==> config.mk <==
export PLATFORM = sky130hd
export DESIGN_NAME = supply_supervisor_watchdog_reset
export DESIGN_NICKNAME = d
export VERILOG_FILES = /design/src/verilog/supervisor_pkg.sv /design/src/verilog/sync_bit.sv /design/src/verilog/supply_supervisor_watchdog_reset.sv
export SDC_FILE = /design/constraint.sdc
export NUM_CORES = 1
export LEC_CHECK = 0
export ABC_AREA = 0
export BUFFER_PORTS_ARGS = -buffer_cell sky130_fd_sc_hd__buf_2
export CORE_ASPECT_RATIO = 1.1
export CORE_UTILIZATION = 57
export CTS_CLUSTER_DIAMETER = 50
export DETAILED_ROUTE_END_ITERATION = 10
export PLACE_DENSITY = 0.73
export SLEW_MARGIN = 15
export SYNTH_ARGS = -nofsm -noshare
export SYNTH_HDL_FRONTEND = slang
export SYNTH_SLANG_ARGS = --single-unit
==> constraint.sdc <==
create_clock -name mclk -period 3.1 [get_ports mclk]
set_input_delay 0.62 -clock mclk [delete_from_list [all_inputs] [get_ports mclk]]
set_output_delay 0.62 -clock mclk [all_outputs]
set_load 0.01 [all_outputs]
==> src/verilog/supervisor_pkg.sv <==
// shared constants and carrier types for the supply supervisor with watchdog
package supervisor_pkg;

  // clock rate in kHz and timebase tick period in us
  localparam int unsigned CLK_KHZ      = 100000;
  localparam int unsigned TICK_US      = 100;
  localparam int unsigned TICK_CYCLES  = (CLK_KHZ / 1000) * TICK_US;

  // release delay, ms
  localparam int unsigned DELAY_SHORT_MS = 25;
  localparam int unsigned DELAY_LONG_MS  = 200;
  // watchdog timeout, ms
  localparam int unsigned WDOG_SHORT_MS  = 200;
  localparam int unsigned WDOG_LONG_MS   = 1600;

  localparam int unsigned TICKS_PER_MS   = 1000 / TICK_US;
  localparam int unsigned DELAY_TICKS    = DELAY_LONG_MS * TICKS_PER_MS;
  localparam int unsigned WDOG_TICKS     = WDOG_LONG_MS * TICKS_PER_MS;
  localparam int unsigned DELAY_SHORT_TICKS = DELAY_SHORT_MS * TICKS_PER_MS;
  localparam int unsigned WDOG_SHORT_TICKS  = WDOG_SHORT_MS * TICKS_PER_MS;

  localparam int unsigned CNT_W = 16;

  // reset-state values of the synchronised inputs
  localparam logic SYNC_RESET_VAL   = 1'b0;
  localparam logic MANUAL_RESET_VAL = 1'b0;

  typedef enum logic [1:0] {
    ST_HOLD    = 2'b00,
    ST_DELAY   = 2'b01,
    ST_RUN     = 2'b10
  } sup_state_t;

  typedef struct packed {
    logic reset_n;
    logic reset_hi;
  } reset_pair_t;

  typedef struct packed {
    logic supply_good;
    logic manual_reset_n;
    logic kick;
  } sync_in_t;

endpackage

==> src/verilog/sync_bit.sv <==
// two-flop synchroniser for one level
`timescale 1ns/1ps
`default_nettype none
module sync_bit #(
  parameter logic RESET_VAL = 1'b0
) (
  // clock and reset
  input  wire logic mclk,
  input  wire logic rst_n,
  // data
  input  wire logic d,
  output var  logic q
);

  logic meta;
  logic next_meta;
  logic next_q;

  always_comb
  begin
    next_meta = d;
    next_q    = meta;
  end

  always_ff @(posedge mclk or negedge rst_n)
  begin
    if (!rst_n)
    begin
      meta <= RESET_VAL;
      q    <= RESET_VAL;
    end
    else
    begin
      meta <= next_meta;
      q    <= next_q;
    end
  end

endmodule
`default_nettype wire

==> src/verilog/supply_supervisor_watchdog_reset.sv <==
// reset supervisor: supply-good, manual reset and watchdog feed one stretched reset
`timescale 1ns/1ps
`default_nettype none
// Contract
// - reset is asserted from the moment the logic is powered, i.e. throughout and right after rst_n.
// - the active-low reset output stays low while supply-good reports the supply below the trip level.
// - the active-high reset output is high in the same cases, always the complement of the active-low one.
// - after its cause clears, reset stays asserted for the release delay, 25 ms short variant, 200 ms otherwise.
// - the release delay starts only once supply-good reports the supply above trip level plus hysteresis.
// - a supply drop reasserts reset at once and abandons any delay count in progress.
// - manual reset forces reset regardless of the supply state and the watchdog.
// - a low manual reset input makes every reset output active; the far party drives it high otherwise.
// - watchdog timeout is 200 ms on the short variant and 1.6 s on the long one.
// - any edge on the kick input restarts the watchdog; the far party must kick within every timeout.
// - on watchdog expiry reset is asserted for the release delay and the watchdog is reinitialised.
// - kicks while reset is asserted never lock reset on; release proceeds normally.
module supply_supervisor_watchdog_reset #(
  parameter int unsigned TICK_CYCLES = supervisor_pkg::TICK_CYCLES,
  parameter int unsigned DELAY_TICKS = supervisor_pkg::DELAY_TICKS,
  parameter int unsigned WDOG_TICKS  = supervisor_pkg::WDOG_TICKS
) (
  // clock and reset
  input  wire logic mclk,
  input  wire logic rst_n,
  // supervised inputs
  input  wire logic supply_good,
  input  wire logic manual_reset_in_n,
  input  wire logic watchdog_kick_in,
  // reset outputs
  output var  logic sys_reset_n,
  output var  logic sys_reset
);

  localparam int W = supervisor_pkg::CNT_W;

  supervisor_pkg::sync_in_t   sin;
  supervisor_pkg::sup_state_t state;
  supervisor_pkg::sup_state_t next_state;
  supervisor_pkg::reset_pair_t rout;
  supervisor_pkg::reset_pair_t next_rout;
  logic [W-1:0] tick_cnt;
  logic [W-1:0] next_tick_cnt;
  logic         tick;
  logic         next_tick;
  logic [W-1:0] delay_cnt;
  logic [W-1:0] next_delay_cnt;
  logic [W-1:0] wdog_cnt;
  logic [W-1:0] next_wdog_cnt;
  logic         kick_prev;
  logic         next_kick_prev;
  logic         kick_edge;
  logic         cause;

  sync_bit #(.RESET_VAL(supervisor_pkg::SYNC_RESET_VAL)) u_sync_supply (
    .mclk  (mclk),
    .rst_n (rst_n),
    .d     (supply_good),
    .q     (sin.supply_good)
  );
  sync_bit #(.RESET_VAL(supervisor_pkg::MANUAL_RESET_VAL)) u_sync_manual (
    .mclk  (mclk),
    .rst_n (rst_n),
    .d     (manual_reset_in_n),
    .q     (sin.manual_reset_n)
  );
  sync_bit #(.RESET_VAL(supervisor_pkg::SYNC_RESET_VAL)) u_sync_kick (
    .mclk  (mclk),
    .rst_n (rst_n),
    .d     (watchdog_kick_in),
    .q     (sin.kick)
  );

  // either polarity of kick edge counts
  assign kick_edge = sin.kick ^ kick_prev;
  // supply-good already carries hysteresis, so its rise is the upper trip
  assign cause = !sin.supply_good || !sin.manual_reset_n;

  always_comb
  begin
    next_tick_cnt  = tick_cnt + W'(1);
    next_tick      = 1'b0;
    if (tick_cnt >= W'(TICK_CYCLES - 1))
    begin
      next_tick_cnt = '0;
      next_tick     = 1'b1;
    end
    next_kick_prev = sin.kick;
    next_state     = state;
    next_delay_cnt = delay_cnt;
    next_wdog_cnt  = wdog_cnt;
    case (state)
      supervisor_pkg::ST_HOLD:
      begin
        next_delay_cnt = '0;
        next_wdog_cnt  = '0;
        if (!cause)
          next_state = supervisor_pkg::ST_DELAY;
      end
      supervisor_pkg::ST_DELAY:
      begin
        // kicks here are ignored, so they cannot pin reset on
        next_wdog_cnt = '0;
        if (cause)
          next_state = supervisor_pkg::ST_HOLD;
        else if (tick)
        begin
          if (delay_cnt >= W'(DELAY_TICKS - 1))
            next_state = supervisor_pkg::ST_RUN;
          else
            next_delay_cnt = delay_cnt + W'(1);
        end
      end
      supervisor_pkg::ST_RUN:
      begin
        if (cause)
          next_state = supervisor_pkg::ST_HOLD;
        else if (kick_edge)
          next_wdog_cnt = '0;
        else if (tick)
        begin
          if (wdog_cnt >= W'(WDOG_TICKS - 1))
          begin
            next_state     = supervisor_pkg::ST_DELAY;
            next_delay_cnt = '0;
            next_wdog_cnt  = '0;
          end
          else
            next_wdog_cnt = wdog_cnt + W'(1);
        end
      end
      default:
        next_state = supervisor_pkg::ST_HOLD;
    endcase
    // reset is asserted in every state but run, and asserted on the same edge that a cause takes state out of run
    next_rout.reset_n  = (next_state == supervisor_pkg::ST_RUN);
    next_rout.reset_hi = !next_rout.reset_n;
  end

  always_ff @(posedge mclk or negedge rst_n)
  begin
    if (!rst_n)
    begin
      tick_cnt  <= '0;
      tick      <= 1'b0;
      kick_prev <= supervisor_pkg::SYNC_RESET_VAL;
      state     <= supervisor_pkg::ST_HOLD;
      delay_cnt <= '0;
      wdog_cnt  <= '0;
      rout      <= '{reset_n: 1'b0, reset_hi: 1'b1};
    end
    else
    begin
      tick_cnt  <= next_tick_cnt;
      tick      <= next_tick;
      kick_prev <= next_kick_prev;
      state     <= next_state;
      delay_cnt <= next_delay_cnt;
      wdog_cnt  <= next_wdog_cnt;
      rout      <= next_rout;
    end
  end

  assign sys_reset_n = rout.reset_n;
  assign sys_reset   = rout.reset_hi;

  // checks
  property p_complement;
    @(posedge mclk) disable iff (!rst_n) sys_reset == !sys_reset_n;
  endproperty
  a_complement: assert property (p_complement) else $error("reset outputs not complementary");

  property p_supply_low;
    @(posedge mclk) disable iff (!rst_n) !sin.supply_good |=> !sys_reset_n;
  endproperty
  a_supply_low: assert property (p_supply_low) else $error("reset released with supply low");

  property p_manual_low;
    @(posedge mclk) disable iff (!rst_n) !sin.manual_reset_n |=> !sys_reset_n && sys_reset;
  endproperty
  a_manual_low: assert property (p_manual_low) else $error("manual reset not honoured");

  property p_drop_abandons;
    @(posedge mclk) disable iff (!rst_n)
      (state == supervisor_pkg::ST_DELAY && cause) |=> state == supervisor_pkg::ST_HOLD;
  endproperty
  a_drop_abandons: assert property (p_drop_abandons) else $error("delay not abandoned");

  property p_override;
    @(posedge mclk) disable iff (!rst_n)
      (state == supervisor_pkg::ST_RUN && !sin.manual_reset_n) |=> state == supervisor_pkg::ST_HOLD;
  endproperty
  a_override: assert property (p_override) else $error("manual reset did not override");

  property p_start_on_good;
    @(posedge mclk) disable iff (!rst_n)
      (state == supervisor_pkg::ST_HOLD && !cause) |=> state == supervisor_pkg::ST_DELAY && delay_cnt == '0;
  endproperty
  a_start_on_good: assert property (p_start_on_good) else $error("delay not started");

  property p_release_only_after_delay;
    @(posedge mclk) disable iff (!rst_n)
      $rose(sys_reset_n) |-> $past(delay_cnt) == W'(DELAY_TICKS - 1);
  endproperty
  a_release_only_after_delay: assert property (p_release_only_after_delay)
    else $error("reset released early");

  property p_kick_restarts;
    @(posedge mclk) disable iff (!rst_n)
      (state == supervisor_pkg::ST_RUN && !cause && kick_edge) |=> wdog_cnt == '0;
  endproperty
  a_kick_restarts: assert property (p_kick_restarts) else $error("kick did not restart watchdog");

  property p_expiry;
    @(posedge mclk) disable iff (!rst_n)
      (state == supervisor_pkg::ST_RUN && !cause && !kick_edge && tick && wdog_cnt == W'(WDOG_TICKS - 1))
      |=> state == supervisor_pkg::ST_DELAY && wdog_cnt == '0 ##1 !sys_reset_n;
  endproperty
  a_expiry: assert property (p_expiry) else $error("watchdog expiry mishandled");

  c_release:  cover property (@(posedge mclk) disable iff (!rst_n) $rose(sys_reset_n));
  c_expiry:   cover property (@(posedge mclk) disable iff (!rst_n)
    state == supervisor_pkg::ST_RUN ##1 state == supervisor_pkg::ST_DELAY);
  c_manual_abort: cover property (@(posedge mclk) disable iff (!rst_n)
    state == supervisor_pkg::ST_DELAY && !sin.manual_reset_n);
  c_kick_in_delay: cover property (@(posedge mclk) disable iff (!rst_n)
    state == supervisor_pkg::ST_DELAY && kick_edge);

endmodule
`default_nettype wire

Yosys cells after proc, flatten, opt, wreduce, memory -nomap -nowiden
Cells that the tools add are included.

Add/subtract/negate cells: 3. Order comparisons: 3. Equal/unequal tests: 11. Muxes and demuxes: 24. Bitwise gates (word level): 1. Reduce and logical (&&, ||, !) cells: 10.

Operator list (count): 16-bit two-way mux (12); 16-bit by 1-bit adder with 16-bit output (second input constant) (3); 16-bit case mux with 3 select lines (1); 16-bit by 14-bit >= comparator with 1-bit output (second input constant) (2); 16-bit case mux with 2 select lines (1); 16-bit by 11-bit >= comparator with 1-bit output (second input constant) (1); 2-bit two-way mux (8); 2-bit inequality test (second input constant) (7); 8-bit AND reduction (1); 2-bit case mux with 3 select lines (1); 2-bit == test (second input constant) (2); 1-bit logical NOT (3); 3-bit inequality test (second input constant) (1); 3-bit AND reduction (1); 3-bit nonzero test (1); 2-bit by 1-bit == test with 1-bit output (second input constant) (1); 2-bit logical NOT (1); 2-bit nonzero test (1); 2-bit OR reduction (1); 1-bit logical OR (1); 1-bit two-way mux (1); 1-bit bitwise XOR (1).

Register bits: 60. Input port bits: 5. Output and inout port bits: 2. Word-level logic and storage cells: 66.

Logic depth before layout (Yosys ltp)
Depth in word-level cells: 8. Gate-level depth with buffers: 8. Mapped depth without buffers: 6.

Modules after synthesis
A second synthesis with hierarchy kept.

Cell total of the unflattened synthesis: 265. Area, all modules: 2821.5 sq um.

By module, submodules not included: supply_supervisor_watchdog_reset (times used 1, cells each 259, area each 2671.3 sq um, sequential area each 1352.5 sq um); sync_bit (times used 3, cells each 2, area each 50.0 sq um, sequential area each 50.0 sq um).

Least setup slack after synthesis
OpenSTA, ideal clock, no wires.

Path kind: reg-to-reg. Start: register delay_cnt[0]. End: register delay_cnt[6]. Setup time: 0.077 ns. Data arrival time: 2.135 ns. Data required time: 3.023 ns. Path slack: 0.887 ns. Cell stages (with the launch flop): 8. Path buffers: 1. Clock period less this slack: 2.213 ns. Cell sequence: dfrtp_1 -> ha_1 -> and3_4 -> o311a_1 -> o311a_1 -> buf_6 -> or4_1 -> a21oi_1.

Cells in the longest elaborated chain, start to end: 5. Elaborated cells on any way between the ends: 8. Those cells by class: add/sub (1); order compare (1); eq/ne (1); mux (4); reduce/logical (1).

RTL lines: start: declaration (line supply_supervisor_watchdog_reset.sv:45) `logic [W-1:0] delay_cnt;`; start signal: assignment (line supply_supervisor_watchdog_reset.sv:157) `delay_cnt <= next_delay_cnt;`; 16-bit by 1-bit adder with 16-bit output (line supply_supervisor_watchdog_reset.sv:110) `next_delay_cnt = delay_cnt + W'(1);`; 16-bit two-way mux (line supply_supervisor_watchdog_reset.sv:107) `if (delay_cnt >= W'(DELAY_TICKS - 1))`; 16-bit two-way mux (line supply_supervisor_watchdog_reset.sv:105) `else if (tick)`; 16-bit two-way mux (line supply_supervisor_watchdog_reset.sv:103) `if (cause)`; 16-bit case mux with 3 select lines (line supply_supervisor_watchdog_reset.sv:91) `case (state)`.

Parallel ways exist; a longest one is shown, timed or not. The select of a mux whose other input is x is not followed. A chain may end at the register's enable or synchronous reset.

Final worst setup path
Start: register delay_cnt[0]. End: register delay_cnt[8].

Same word-level chain as after synthesis.

==> results <==
- The floorplan step defined a core boundary enclosing 4650 um^2.
- The flip-flop and latch area is around 1500 um^2.
- The area of the multi-input gates is 1200 um^2.
- For the final routed database, the setup TNS stands at 0 ns.
- In this run the power spent charging and discharging nets is 0.354 mW.
- Averaged over all synthesized cells, the footprint is 10.3 um^2.
- The share of synthesized area in the top cell type comes to 0.532.
- The largest individual stage delay along the critical path comes from the cell sky130_fd_sc_hd__o311a_1.
- The number of buffers between clock root and the deepest sink is 2.
- For this design, the sink count on the clock tree is 60.
- The buffer and inverter count on the worst path is 0.
- For this run, the slowest stage of the critical path takes around 0.54 ns.
- Summed over all cells, the static leakage comes to 1.37 nW.
- The yosys synthesis warning count is 0.
- The kind of cell with the highest combined delay on the critical path is compound AO/OA/AOI/OAI gates.
- The sum of overflow across all layers after global routing is 0.
- Setup repair after global routing left no endpoint under its margin.
- The die is 75.2 um tall.
- The capture instance of the worst register-to-register path is delay_cnt[8].
- The combinational share of power is 0.025.
- After routing the design area is a little over 3000 um^2.
- The final layout contains just under 300 nets.
- Cell internal power was estimated by the tool at 1.36 mW.
- In this run, synthesis inferred 0 flip-flops with an integrated enable.
- After clock tree synthesis, the clock-pin slew on the worst setup and hold paths is 0.07 ns.
- The boundary pin count is 7.
- The overall die width is 68.5 um.
- The number of gates given a new drive strength after cts is 0.
- The synthesized netlist contains 48 unique library cells.
- The category of the worst setup path launch point is a flop.
- For hold timing, the worst endpoint is u_sync_supply.q.
- For this configuration, the core starts out at a cell density of 0.597.
- The number of optimization iterations in the first detailed-route pass is 4.
- The clock reaches the later pin of the worst-skew pair after 0.33 ns.
- The wire length of the first global-routing pass is 8110 um.
- The leading cell type by number of instances after synthesis is sky130_fd_sc_hd__dfrtp_1.
- The depth of the worst register-to-register path is 6.
- The beginning of the worst hold path is u_sync_supply.meta.
- For the worst setup path, the data required time is about 3.4 ns.
- The critical path in this run is classified as reg -> reg.
- Of the synthesized area, sequential elements account for 0.541.
- The full die area is between 5000 and 6000 um^2.
- The number of global-route vias before repair is 1867.
- Input and output buffers added on the ports amount to 6.
- Traced cell by cell, the critical path runs through ha_1 -> and3_4 -> o311a_1 -> o311a_1 -> or4_1 -> a21oi_1.
- For the worst setup path, the data arrival time is 2.72 ns.
- The switching power share of the total is 0.207.
- For this run, design rule violations remaining after detail routing come to 0.
- Sorting the synthesized cells by area gives the leading types as sky130_fd_sc_hd__dfrtp_1, sky130_fd_sc_hd__nor2_1, sky130_fd_sc_hd__xnor2_1.
- The tightest min-delay check is of the reg -> reg type.
- The overall power is 1.71 mW.
- The setup fix buffers added after clock tree synthesis is 0.
- In the final routed layout, each cell accounts on average for ~14 um.
- In the finished design, the share of the clock period the worst path needs comes to 0.793.
- CTS placed an instance of sky130_fd_sc_hd__clkbuf_8 at the clock tree root.
- The cell repeated most along the worst path is sky130_fd_sc_hd__o311a_1.
- The standard cell area after detailed placement is between 2000 and 3000 um^2.
- The most area-hungry cell type in the Yosys netlist is sky130_fd_sc_hd__dfrtp_1.
- The start point of the critical path is delay_cnt[0].
- Max-cap violations in this run came to 0.
- Entering global routing, the biggest net connects roughly 60 pins.
- The clock buffer count from CTS is 9.
- The primary flip-flop cell chosen by synthesis mapping is sky130_fd_sc_hd__dfrtp_1.
- The number of antenna violations at the first check in global routing is 0.
- Along the worst path, the maximum fanout reaches 20.
- The areal power density over the cells is 553 nW/um^2.
- The weighted congestion at the end of routability-driven global placement is 0.748.
- The number of failing setup endpoints in the final timing report is 0.
- Of the total power, the clock network draws 0.508.
- The share of total power dissipated in sequential elements is 0.467.
- The worst ir drop on vdd is 430 uV.
- The area overhead of the layout relative to synthesis is 11.7%.
- The number of hold-slack violations in the final timing report is 0.
- The antenna diode instance count is 0.
- Synthesis produced a netlist whose cell count is 270.
- The H-tree depth reported by CTS is 3.
- Hold is met by 0.351 ns.
- For this run, asynchronously set or reset flops after synthesis account for 1.00.
- The initial DRC count is 139.
- Sorting the synthesized cells by how often they occur yields sky130_fd_sc_hd__dfrtp_1, sky130_fd_sc_hd__nor2_1, sky130_fd_sc_hd__nand2_1.
- In this run the tightest slew margin relative to its limit is 0.526.
- The fraction of final layout cells sized beyond drive strength 1 is 0.105.
- The number of vias after detailed routing is 1974.
- The average vias per placed instance is 5.76.
- The number of synthesized register bits is 60.
- The kind of end point of the critical path is a flop.
- The antenna violation net count after detailed routing is 0.
- The max-slew violation total from the final report was 0.
- In this run the register-to-register setup slack is 0.64 ns.
- Row generation in the floorplan step produced 26 rows.
- The number of cells traversed by the worst hold path is 0.
- The count of fill cells added during filler insertion is roughly 370.
- TritonCTS built the clock tree.
- The highest attainable clock frequency is 407 MHz.
- Once detailed placement completed, the half-perimeter wirelength came to 3180 um.
- Buffers inserted to repair hold after CTS numbered 0.
- The transition time at the pin with the least slew margin is 0.709 ns.
- For this run, the total global-route usage over all layers was measured as 0.221.
- The critical register-to-register path startpoint is delay_cnt[0].
- The smallest clock period supported by the final layout is computed as between 2 and 2.5 ns.
- The netlist area before placement is 2780 um^2.
- The total routed wirelength is 4850 um.
- The flow ran to the end, and the final reports show no timing, DRC or antenna violations.
- The worst-case clock skew is 0.00867 ns.
==> metrics by stage <==
step / std cells / worst slack [ns] / utilization
after floorplan: 271 / 0.887 / -
after global placement: 327 / 0.737 / 0.613
after detailed placement: 327 / 0.643 / 0.613
after CTS: 343 / 0.643 / 0.666
after global routing: 343 / 0.520 / 0.666
final: 343 / 0.641 / 0.666
==> layer usage <==
layer / global-route usage / wire, um / up-vias
met3: 0.0500 / 98 / 11
met5: 0 / 0 / -
met2: 0.355 / 2340 / 24
met1: 0.271 / 2320 / 948
met4: 0.130 / 92 / 0
li1: - / - / 991
==> power groups by stage <==
stage	clock network [mW]	registers [mW]	logic (mW)
after floorplan	0	0.813	0.0230
after global placement	0	0.814	0.0440
after detailed placement	0	0.815	0.0452
after CTS	0.880	0.800	0.0454
after global routing	0.916	0.801	0.0511
final	0.870	0.800	0.0435
==> worst max path at each step <==
stage / depth (start not counted) / end / slack [ns]
after floorplan: 7 / delay_cnt[6] / 0.89
after global placement: 6 / delay_cnt[9] / 0.74
after detailed placement: 6 / delay_cnt[8] / 0.64
after CTS: 6 / delay_cnt[8] / 0.64
after global routing: 6 / delay_cnt[8] / 0.52
final: 6 / delay_cnt[8] / 0.64
==> sequential cells by signal, summed over array words and instances, names as in the netlist, 2 cells and up <==
register,cells
delay_cnt,16
state,2
tick_cnt,16
wdog_cnt,16
==> cell usage in the layout (no fill, tap or decap), types with 2 or more instances in the layout <==
cell type	instances
sky130_fd_sc_hd__a211o_1	3
sky130_fd_sc_hd__a211oi_1	3
sky130_fd_sc_hd__a21o_1	4
sky130_fd_sc_hd__a21oi_1	11
sky130_fd_sc_hd__a22o_1	4
sky130_fd_sc_hd__a31oi_1	3
sky130_fd_sc_hd__a41oi_1	2
sky130_fd_sc_hd__and2_1	8
sky130_fd_sc_hd__and3_1	8
sky130_fd_sc_hd__and4_1	2
sky130_fd_sc_hd__buf_2	6
sky130_fd_sc_hd__bufinv_16	3
sky130_fd_sc_hd__clkbuf_8	10
sky130_fd_sc_hd__conb_1	2
sky130_fd_sc_hd__dfrtp_1	59
sky130_fd_sc_hd__ha_1	3
sky130_fd_sc_hd__inv_1	10
sky130_fd_sc_hd__mux2i_1	3
sky130_fd_sc_hd__nand2_1	23
sky130_fd_sc_hd__nand2b_1	2
sky130_fd_sc_hd__nand3_1	19
sky130_fd_sc_hd__nand4_1	2
sky130_fd_sc_hd__nor2_1	32
sky130_fd_sc_hd__nor2b_1	2
sky130_fd_sc_hd__nor3_1	3
sky130_fd_sc_hd__o21ai_0	5
sky130_fd_sc_hd__o311a_1	2
sky130_fd_sc_hd__o31ai_1	8
sky130_fd_sc_hd__or3_1	2
sky130_fd_sc_hd__or4_1	8
sky130_fd_sc_hd__xnor2_1	11
sky130_fd_sc_hd__xor2_1	5
==> cell families after synthesis <==
group,share of synthesized area
and+or+nand+nor,0.208
DFF,0.541
AOI/OAI and AO/OA,0.148
buffers and inverters,0.0261
xor gates and xnor gates,0.0505
adders and majority gates,0.0135
muxes,0.0108
other,0.00135
==> layout make-up <==
| type | instances | area share |
|---|---|---|
| clock inverters | 6 | 0.0359 |
| repair buffers | 7 | 0.0121 |
| multi-input cells | 194 | 0.388 |
| clock buffers | 10 | 0.0444 |
| well taps | 56 | 0.0226 |
| flip-flops and latches | 60 | 0.485 |
| inverters | 10 | 0.0121 |
No activity file was read; power rests on OpenSTA's default activity.
